[config.mk]
export PLATFORM = sky130hd
export DESIGN_NAME = csl_ctrl
export DESIGN_NICKNAME = d
export VERILOG_FILES = /design/src/hw/csl_pkg.sv /design/src/hw/csl_lock_timer.sv /design/src/hw/csl_ctrl.sv
export SDC_FILE = /design/constraint.sdc
export NUM_CORES = 1
export LEC_CHECK = 0
export ABC_CLOCK_PERIOD_IN_PS = 3400
export BUFFER_PORTS_ARGS = -buffer_cell sky130_fd_sc_hd__buf_2
export CORE_ASPECT_RATIO = 0.8
export CORE_MARGIN = 2
export CORE_UTILIZATION = 30
export CTS_BUF_LIST = sky130_fd_sc_hd__clkbuf_4 sky130_fd_sc_hd__clkbuf_8 sky130_fd_sc_hd__clkbuf_16
export CTS_CLUSTER_DIAMETER = 150
export CTS_CLUSTER_SIZE = 16
export DETAILED_ROUTE_END_ITERATION = 10
export PLACE_DENSITY = 0.52
export SYNTH_ARGS = -nofsm -noshare
export SYNTH_HDL_FRONTEND = slang
export SYNTH_HIERARCHICAL = 1
export SYNTH_SLANG_ARGS = --single-unit
[constraint.sdc]
create_clock -name pclk -period 3.4 [get_ports pclk]
set_input_delay 0.68 -clock pclk [delete_from_list [all_inputs] [get_ports pclk]]
set_output_delay 0.68 -clock pclk [all_outputs]
set_load 0.01 [all_outputs]
[src/hw/csl_pkg.sv]
`default_nettype none
package csl_pkg;
  // printed register indices; byte address is four times the index
  localparam logic [15:0] IDX_FBDIV    = 16'hf000;
  localparam logic [15:0] IDX_PRESCALE = 16'hf001;
  localparam logic [15:0] IDX_SRC      = 16'hf002;
  localparam logic [15:0] IDX_RUN      = 16'hf003;
  localparam logic [15:0] IDX_LOCK     = 16'hf004;
  localparam logic [15:0] IDX_CLKOUT   = 16'hf005;
  localparam logic [15:0] IDX_IRQ_STAT = 16'hf008;
  localparam logic [15:0] IDX_IRQ_MASK = 16'hf009;
  localparam int          ADDR_W       = 18;

  // field positions and widths
  localparam int FBDIV_W        = 7;
  localparam int PRESCALE_W     = 2;
  localparam int SRC_POS        = 0;
  localparam int RUN_POS        = 0;
  localparam int LOCK_POS       = 0;
  localparam int CLKOUT_EN_POS  = 0;
  localparam int CLKOUT_RATE_LO = 1;
  localparam int CLKOUT_RATE_W  = 2;
  localparam int IRQ_LOCKED_POS = 0;
  localparam int IRQ_LOST_POS   = 1;
  localparam int IRQ_W          = 2;

  // reset values
  localparam logic [FBDIV_W-1:0]       FBDIV_RST       = 7'h60;
  localparam logic [PRESCALE_W-1:0]    PRESCALE_RST    = 2'h0;
  localparam logic                     SRC_RST         = 1'b0;
  localparam logic                     RUN_RST         = 1'b0;
  localparam logic                     CLKOUT_EN_RST   = 1'b0;
  localparam logic [CLKOUT_RATE_W-1:0] CLKOUT_RATE_RST = 2'h0;
  localparam logic [IRQ_W-1:0]         IRQ_MASK_RST    = 2'h0;

  // source choice encodings
  localparam logic SRC_PIN   = 1'b0;
  localparam logic SRC_SYNTH = 1'b1;

  // timing
  localparam int PCLK_PERIOD_NS = 100;
  localparam int LOCK_TIME_NS   = 100_000;
  localparam int LOCK_CYCLES    = (LOCK_TIME_NS + PCLK_PERIOD_NS - 1) / PCLK_PERIOD_NS;

  typedef enum logic [1:0] {
    CSL_ACQ_OFF,
    CSL_ACQ_SETTLE,
    CSL_ACQ_LOCKED
  } csl_acq_t;
endpackage
`default_nettype wire

[src/hw/csl_lock_timer.sv]
`timescale 1ns/1ns
`default_nettype none
module csl_lock_timer #(
  parameter int CYCLES = csl_pkg::LOCK_CYCLES
) (
  input  wire logic pclk,
  input  wire logic presetn,
  input  wire logic clear,
  input  wire logic enable,
  output logic      done
);
  import csl_pkg::*;
  localparam int CW = $clog2(CYCLES + 1);
  localparam logic [CW-1:0] TOP = CW'(CYCLES);

  logic [CW-1:0] cnt_q;

  if (CYCLES < 1) begin
    $error("csl_lock_timer: CYCLES must be at least 1");
  end

  // restarts from zero on clear so a fresh load never inherits old progress
  always_ff @(posedge pclk or negedge presetn) begin
    if (!presetn) begin
      cnt_q <= '0;
    end else if (clear || !enable) begin
      cnt_q <= '0;
    end else if (cnt_q != TOP) begin
      cnt_q <= cnt_q + 1'b1;
    end
  end

  assign done = enable && !clear && (cnt_q == TOP);
endmodule
`default_nettype wire

[src/hw/csl_ctrl.sv]
`timescale 1ns/1ns
`default_nettype none
module csl_ctrl #(
  parameter int LOCK_CYCLES = csl_pkg::LOCK_CYCLES
) (
  input  wire logic                               pclk,
  input  wire logic                               presetn,
  input  wire logic                               psel,
  input  wire logic                               penable,
  input  wire logic                               pwrite,
  input  wire logic [csl_pkg::ADDR_W-1:0]         paddr,
  input  wire logic [31:0]                        pwdata,
  output logic [31:0]                             prdata,
  output logic                                    pready,
  output logic                                    pslverr,
  input  wire logic                               ext_clock_stable,
  output logic                                    core_clock_from_synth,
  output logic                                    synth_clock_on,
  output logic                                    dependent_clocks_idle,
  output logic                                    synth_in_tick,
  output logic [csl_pkg::FBDIV_W-1:0]             feedback_divide_value,
  output logic [csl_pkg::PRESCALE_W-1:0]          active_prescale,
  output logic                                    active_clkout_en,
  output logic [csl_pkg::CLKOUT_RATE_W-1:0]       active_clkout_rate,
  output logic                                    synth_locked,
  output logic                                    irq
);
  import csl_pkg::*;

  if (LOCK_CYCLES < 1) begin
    $error("csl_ctrl: LOCK_CYCLES must be at least 1");
  end

  // shadow registers written by software
  logic [FBDIV_W-1:0]       fbdiv_q;
  logic [PRESCALE_W-1:0]    prescale_q;
  logic                     source_choice_bit_q;
  logic                     run_q;
  logic                     run_prev_q;
  logic                     clkout_en_q;
  logic [CLKOUT_RATE_W-1:0] clkout_rate_q;
  logic [IRQ_W-1:0]         irq_stat_q;
  logic [IRQ_W-1:0]         irq_mask_q;

  // active configuration
  logic [FBDIV_W-1:0]       act_fbdiv_q;
  logic [PRESCALE_W-1:0]    act_prescale_q;
  logic                     act_src_q;
  logic                     act_clkout_en_q;
  logic [CLKOUT_RATE_W-1:0] act_clkout_rate_q;

  logic [31:0]              prdata_q;
  logic                     pslverr_q;
  logic [7:0]               pre_cnt_q;
  logic                     locked_q;
  csl_acq_t                 acq_q;

  logic [15:0]              word_idx;
  logic                     addr_aligned;
  logic                     wr_en;
  logic                     setup;
  logic                     load_strobe;
  logic                     acq_enable;
  logic                     timer_done;
  logic [7:0]               pre_top;
  logic                     ev_locked;
  logic                     ev_lost;
  logic [IRQ_W-1:0]         irq_set;
  logic                     mapped;

  assign word_idx     = paddr[ADDR_W-1:2];
  assign addr_aligned = (paddr[1:0] == 2'h0);
  assign setup        = psel && !penable;
  // no wait states: every register answers from a flop captured in setup
  assign pready       = 1'b1;
  assign wr_en        = psel && penable && pwrite && !pslverr_q;
  assign prdata       = prdata_q;
  assign pslverr      = pslverr_q;

  // unmapped or unaligned accesses answer with an error and drop the write
  always_comb begin
    mapped = 1'b0;
    if (addr_aligned) begin
      unique case (word_idx)
        IDX_FBDIV, IDX_PRESCALE, IDX_SRC, IDX_RUN,
        IDX_LOCK, IDX_CLKOUT, IDX_IRQ_STAT, IDX_IRQ_MASK: mapped = 1'b1;
        default:                                          mapped = 1'b0;
      endcase
    end
  end

  // read data and error are captured in the setup cycle, shown in access
  always_ff @(posedge pclk or negedge presetn) begin
    if (!presetn) begin
      prdata_q  <= 32'h0000_0000;
      pslverr_q <= 1'b0;
    end else if (setup) begin
      pslverr_q <= !mapped;
      prdata_q  <= 32'h0000_0000;
      if (!pwrite && mapped) begin
        unique case (word_idx)
          IDX_FBDIV:    prdata_q[FBDIV_W-1:0]    <= fbdiv_q;
          IDX_PRESCALE: prdata_q[PRESCALE_W-1:0] <= prescale_q;
          IDX_SRC:      prdata_q[SRC_POS]        <= source_choice_bit_q;
          IDX_RUN:      prdata_q[RUN_POS]        <= run_q;
          IDX_LOCK:     prdata_q[LOCK_POS]       <= locked_q;
          IDX_CLKOUT: begin
            prdata_q[CLKOUT_EN_POS] <= clkout_en_q;
            prdata_q[CLKOUT_RATE_LO +: CLKOUT_RATE_W] <= clkout_rate_q;
          end
          IDX_IRQ_STAT: prdata_q[IRQ_W-1:0]      <= irq_stat_q;
          IDX_IRQ_MASK: prdata_q[IRQ_W-1:0]      <= irq_mask_q;
          default:      prdata_q                 <= 32'h0000_0000;
        endcase
      end
    end
  end

  // shadow writes; the lock index has no writable state at all
  always_ff @(posedge pclk or negedge presetn) begin
    if (!presetn) begin
      fbdiv_q             <= FBDIV_RST;
      prescale_q          <= PRESCALE_RST;
      source_choice_bit_q <= SRC_RST;
      run_q               <= RUN_RST;
      clkout_en_q         <= CLKOUT_EN_RST;
      clkout_rate_q       <= CLKOUT_RATE_RST;
      irq_mask_q          <= IRQ_MASK_RST;
    end else if (wr_en) begin
      unique case (word_idx)
        IDX_FBDIV:    fbdiv_q             <= pwdata[FBDIV_W-1:0];
        IDX_PRESCALE: prescale_q          <= pwdata[PRESCALE_W-1:0];
        IDX_SRC:      source_choice_bit_q <= pwdata[SRC_POS];
        IDX_RUN:      run_q               <= pwdata[RUN_POS];
        IDX_CLKOUT: begin
          clkout_en_q   <= pwdata[CLKOUT_EN_POS];
          clkout_rate_q <= pwdata[CLKOUT_RATE_LO +: CLKOUT_RATE_W];
        end
        IDX_IRQ_MASK: irq_mask_q          <= pwdata[IRQ_W-1:0];
        default:      irq_mask_q          <= irq_mask_q;
      endcase
    end
  end

  // edge of the stored run bit, not of the bus write, so a rewrite of 1 is no edge
  always_ff @(posedge pclk or negedge presetn) begin
    if (!presetn) begin
      run_prev_q <= RUN_RST;
    end else begin
      run_prev_q <= run_q;
    end
  end

  assign load_strobe = run_q && !run_prev_q;

  // all settings move together on the strobe
  always_ff @(posedge pclk or negedge presetn) begin
    if (!presetn) begin
      act_fbdiv_q       <= FBDIV_RST;
      act_prescale_q    <= PRESCALE_RST;
      act_src_q         <= SRC_RST;
      act_clkout_en_q   <= CLKOUT_EN_RST;
      act_clkout_rate_q <= CLKOUT_RATE_RST;
    end else if (load_strobe) begin
      act_fbdiv_q       <= fbdiv_q;
      act_prescale_q    <= prescale_q;
      act_src_q         <= source_choice_bit_q;
      act_clkout_en_q   <= clkout_en_q;
      act_clkout_rate_q <= clkout_rate_q;
    end
  end

  // shadows may be rewritten while running; setting outputs keep the loaded copy, clock on and idle follow run_q
  assign core_clock_from_synth = (act_src_q == SRC_SYNTH);
  assign synth_clock_on        = run_q;
  assign dependent_clocks_idle = !run_q;
  assign feedback_divide_value = act_fbdiv_q;
  assign active_prescale       = act_prescale_q;
  assign active_clkout_en      = act_clkout_en_q && run_q;
  assign active_clkout_rate    = act_clkout_rate_q;

  // prescaler on the master clock: one tick every 1, 2, 4 or 8 cycles
  always_comb begin
    unique case (act_prescale_q)
      2'h0: pre_top = 8'h00;
      2'h1: pre_top = 8'h01;
      2'h2: pre_top = 8'h03;
      2'h3: pre_top = 8'h07;
    endcase
  end

  always_ff @(posedge pclk or negedge presetn) begin
    if (!presetn) begin
      pre_cnt_q <= 8'h00;
    end else if (!run_q || load_strobe || pre_cnt_q >= pre_top) begin
      pre_cnt_q <= 8'h00;
    end else begin
      pre_cnt_q <= pre_cnt_q + 8'h01;
    end
  end

  // no tick on the load cycle, so a new ratio starts from a clean phase
  assign synth_in_tick = run_q && !load_strobe && (pre_cnt_q == pre_top);

  // a zero feedback divider cannot lock
  assign acq_enable = run_q && ext_clock_stable && (act_fbdiv_q != '0);

  // restarted on every load so new settings always get the full settle time
  csl_lock_timer #(
    .CYCLES (LOCK_CYCLES)
  ) u_lock_timer (
    .pclk    (pclk),
    .presetn (presetn),
    .clear   (load_strobe),
    .enable  (acq_enable),
    .done    (timer_done)
  );

  // limitation: lock is a settle timer, the analog loop is not modelled
  always_ff @(posedge pclk or negedge presetn) begin
    if (!presetn) begin
      acq_q <= CSL_ACQ_OFF;
    end else begin
      unique case (acq_q)
        CSL_ACQ_OFF: begin
          if (acq_enable) begin
            acq_q <= CSL_ACQ_SETTLE;
          end
        end
        CSL_ACQ_SETTLE: begin
          if (!acq_enable) begin
            acq_q <= CSL_ACQ_OFF;
          end else if (timer_done) begin
            acq_q <= CSL_ACQ_LOCKED;
          end
        end
        CSL_ACQ_LOCKED: begin
          if (!acq_enable || load_strobe) begin
            acq_q <= CSL_ACQ_OFF;
          end
        end
        // the spare code is never entered; fall back to off if it ever is
        default: acq_q <= CSL_ACQ_OFF;
      endcase
    end
  end

  // lock drops the cycle after any prerequisite goes away
  always_ff @(posedge pclk or negedge presetn) begin
    if (!presetn) begin
      locked_q <= 1'b0;
    end else begin
      locked_q <= (acq_q == CSL_ACQ_LOCKED) && acq_enable && !load_strobe;
    end
  end

  assign synth_locked = locked_q;

  // events: lock gained, lock lost
  assign ev_locked = (acq_q == CSL_ACQ_LOCKED) && acq_enable && !load_strobe && !locked_q;
  assign ev_lost   = locked_q && !((acq_q == CSL_ACQ_LOCKED) && acq_enable && !load_strobe);
  assign irq_set   = {ev_lost, ev_locked};

  // write one to clear; a set in the same cycle wins
  always_ff @(posedge pclk or negedge presetn) begin
    if (!presetn) begin
      irq_stat_q <= '0;
    end else begin
      for (int i = 0; i < IRQ_W; i++) begin
        if (irq_set[i]) begin
          irq_stat_q[i] <= 1'b1;
        end else if (wr_en && word_idx == IDX_IRQ_STAT && pwdata[i]) begin
          irq_stat_q[i] <= 1'b0;
        end
      end
    end
  end

  // registered so the pin never glitches while status and mask settle
  always_ff @(posedge pclk or negedge presetn) begin
    if (!presetn) begin
      irq <= 1'b0;
    end else begin
      irq <= |(irq_stat_q & irq_mask_q);
    end
  end
endmodule
`default_nettype wire

==> qor.yml <==
status: "finished clean"
clkTransAtPathRegs_ns: 0.05
peakVddDrop_mv: 0.220
clock_sinks: 62
vias_per_cell: 4.57
cts_resized: 0
die-height_um: 95.7
hold_viol_final: 0
p_clk_share_pct: 52.7
routed_wl_um: 6670
syn_area_per_cell_sq_um: 11.3
start_util_pct: 30.8
grt_max_degree: 42
worstMarginPinSlew_ns: 0.946
switching_share_pct: 21.4
clock_path_buffers: 2
wire_per_inst_um: 13.7
worst-path-max-fanout: 7
drv_cap: 0
pre_cts_slack_ns: 0.740
synth-async-reset-ratio_pct: 100
grt_use_total_pct: 12.6
finalHoldWorstSlack_ns: 0.461
nets: 404
cts-hold-fix-buffers: 0
setup.worst_path.end_class: "register"
cts_tree: "yes"
fp.dieW_um: 119
seqPwrFrac_pct: 43.2
critPathLaunchType: "primary input"
synth_top_area_cell: "dfrtp_1"
design.die.area_sq_mm: 0.0113
synth_area_sq_mm: 0.00315
fin_ws_ns: 1.10
syn_inst: 278
register_area_sq_mm: 0.00156
synth-edff-count: 0
drtPass1Iterations: 4
period_share_pct: 67.6
rsz0062_at_grt: "false"
drc_errors: 0
ctsHtreeMaxLevel: 3
core-area_sq_mm: 0.0102
clock_skew_ns: 0.00438
grt_pass1_wl_um: 11100
ys_warn_count: 6
fill_cells: 1046
setup_violations: 0
cts_buffers: 9
detail_route.iter0.violations: 83
drive_above_1_share_pct: 34.4
multiInputGateArea_sq_mm: 0.00142
path_class: "primary input to register"
min_path_type: "register to register"
slew_headroom_pct: 36.9
gp_congestion: 0.768
ys_seq_elements: 62
period_needed_ns: 2.30
pin_count: 108
p_per_area_mw_per_mm2: 453
cts_setup_buffers: 0
grt_pass1_vias: 2188
cellInternalPower_w: 0.00135
synth_area_leaders: "dfrtp_1 (46%), mux2_2 (10%), buf_4 (6.2%), dfstp_2 (3.3%), ha_1 (2.4%)"
rows: 33
clock_latency_ns: 0.32
leakage_nw: 1.82
cp.required_ns: 3.61
synth_top_area_share_pct: 46.1
area_delta_synth_final_pct: 20.3
synth_ff_type: "dfrtp_1"
pwr-share-comb_pct: 4.0
ant_nets: 0
synth.distinct_cells: 61
fin_cells: 486
diodes: 0
switching_power_w: 0.000368
cp.arrival_ns: 2.50
fmax_mhz: 435
grt_overflow: 0
placedCellCount: 471
cts_root_buf: "clkbuf_16"
via_count: 2219
antenna_found_initial: 0
seq_area_frac_synth_pct: 49.4
drv_slew: 0
portBuffers: 56
fin_setup_tns_ns: 0
dpl.hpwl_um: 4810
==> cells in the mapped netlist, types with 3 or more instances <==
cell type / count
nor2b_1: 5
nor3_1: 4
nand2b_1: 3
ha_1: 6
nor2_1: 11
dfrtp_1: 58
nor4_1: 4
inv_1: 13
mux2_2: 28
or3_1: 4
a22o_1: 8
clkbuf_1: 4
buf_4: 26
nand3_1: 11
dfstp_2: 4
o21ai_0: 6
nand4_1: 6
a21oi_1: 10
o31ai_1: 4
nand2_1: 10
==> cells in the final DEF (no fill, tap or decap), types with 3 or more instances in the layout <==
cell / Yosys / final
nor3_1: 4 / 4
o31ai_1: 4 / 4
nor2b_1: 5 / 5
conb_1: 2 / 30
o21ai_0: 6 / 6
nand2_1: 10 / 10
or3_1: 4 / 4
nand3_1: 11 / 11
inv_1: 13 / 13
clkbuf_16: 0 / 9
a22o_1: 8 / 8
nor4_1: 4 / 4
dfstp_2: 4 / 4
nor2_1: 11 / 11
mux2_2: 28 / 28
dfrtp_1: 58 / 58
nand4_1: 6 / 6
ha_1: 6 / 6
buf_2: 0 / 56
a21oi_1: 10 / 10
nand2b_1: 3 / 3
==> worst max-delay path, cell delays in order <==
cell,delay [ns]
buf_2,0.10
or4_4,0.57
or3_4,0.43
nor3_4,0.34
mux2_2,0.38
==> registers in the layout, indices dropped and copies added (netlist names), 2 cells and up <==
| register | count |
|---|---|
| u_lock_timer/cnt_q | 10 |
| pre_cnt_q | 8 |
| fbdiv_q | 7 |
| feedback_divide_value | 7 |
| prdata | 7 |
| acq_q | 2 |
| active_clkout_rate | 2 |
| active_prescale | 2 |
| clkout_rate_q | 2 |
| irq_mask_q | 2 |
| irq_stat_q | 2 |
| prescale_q | 2 |
==> area by class of cell <==
class / count / area share (%)
Timing Repair Buffer: 58 / 7.79
Clock inverter: 4 / 1.25
Inverter: 13 / 1.29
Clock buffer: 11 / 6.50
Sequential cell: 62 / 41.0
Multi-Input combinational cell: 198 / 37.5
Tap cell: 140 / 4.62
==> cell families after synthesis <==
logic type               count (synthesis)  synth area share [%]
AO/OA/AOI/OAI                           41                  8.97
XOR/XNOR                                 4                  1.11
adder cells (fa/ha/maj)                  7                  2.70
buffers and inverters                   46                  8.81
flip-flops                              62                  49.4
multiplexers                            32                  11.4
other                                    2                 0.238
AND/OR/NAND/NOR                         84                  17.4
==> per-layer routing <==
metal  track usage (%)  up-vias  part of all wire, %
met2              19.0       76                   43
li1                  -     1081                    -
met1              17.0     1056                   49
met5                 0        -                    0
met4              3.47        0                 0.90
met3              4.78        6                  6.6
==> power groups by stage <==
stage               Combinational [W]  Clock, W  Sequential, W
floorplan                   0.0000521         0       0.000754
global placement            0.0000694         0       0.000754
detailed placement          0.0000703         0       0.000754
CTS                         0.0000706  0.000928       0.000742
global route                0.0000793  0.000964       0.000741
finish                      0.0000693  0.000906       0.000742
==> metrics by stage <==
stage | total power [W] | util, % | instance area (sq um)
CTS | 0.00174 | 37.0 | 3790
global placement | 0.000824 | 34.2 | 3500
global route | 0.00178 | 37.0 | 3790
floorplan | 0.000807 | - | 3260
detailed placement | 0.000825 | 34.2 | 3500
finish | 0.00172 | 37.0 | 3790
==> final timing paths <==
kind                                            start                        end  slack (ns)  cells past startpoint
setup / recovery                             paddr[7]     fbdiv_q[3]$_DFFE_PN0P_        1.10                      5
hold / removal                   acq_q[1]$_DFFE_PN0P_       acq_q[0]$_DFFE_PN0P_        0.46                      1
setup reg to reg           synth_clock_on$_DFFE_PN0P_  irq_stat_q[1]$_DFFE_PN0P_        1.27                      5
hold reg to reg                  acq_q[1]$_DFFE_PN0P_       acq_q[0]$_DFFE_PN0P_        0.46                      1
max in group asynchronous                     presetn     pre_cnt_q[0]$_DFF_PN0_        2.04                      2
min in group asynchronous                     presetn     fbdiv_q[4]$_DFFE_PN0P_        0.51                      1
Note: power is estimated with default switching activity, not from simulation.
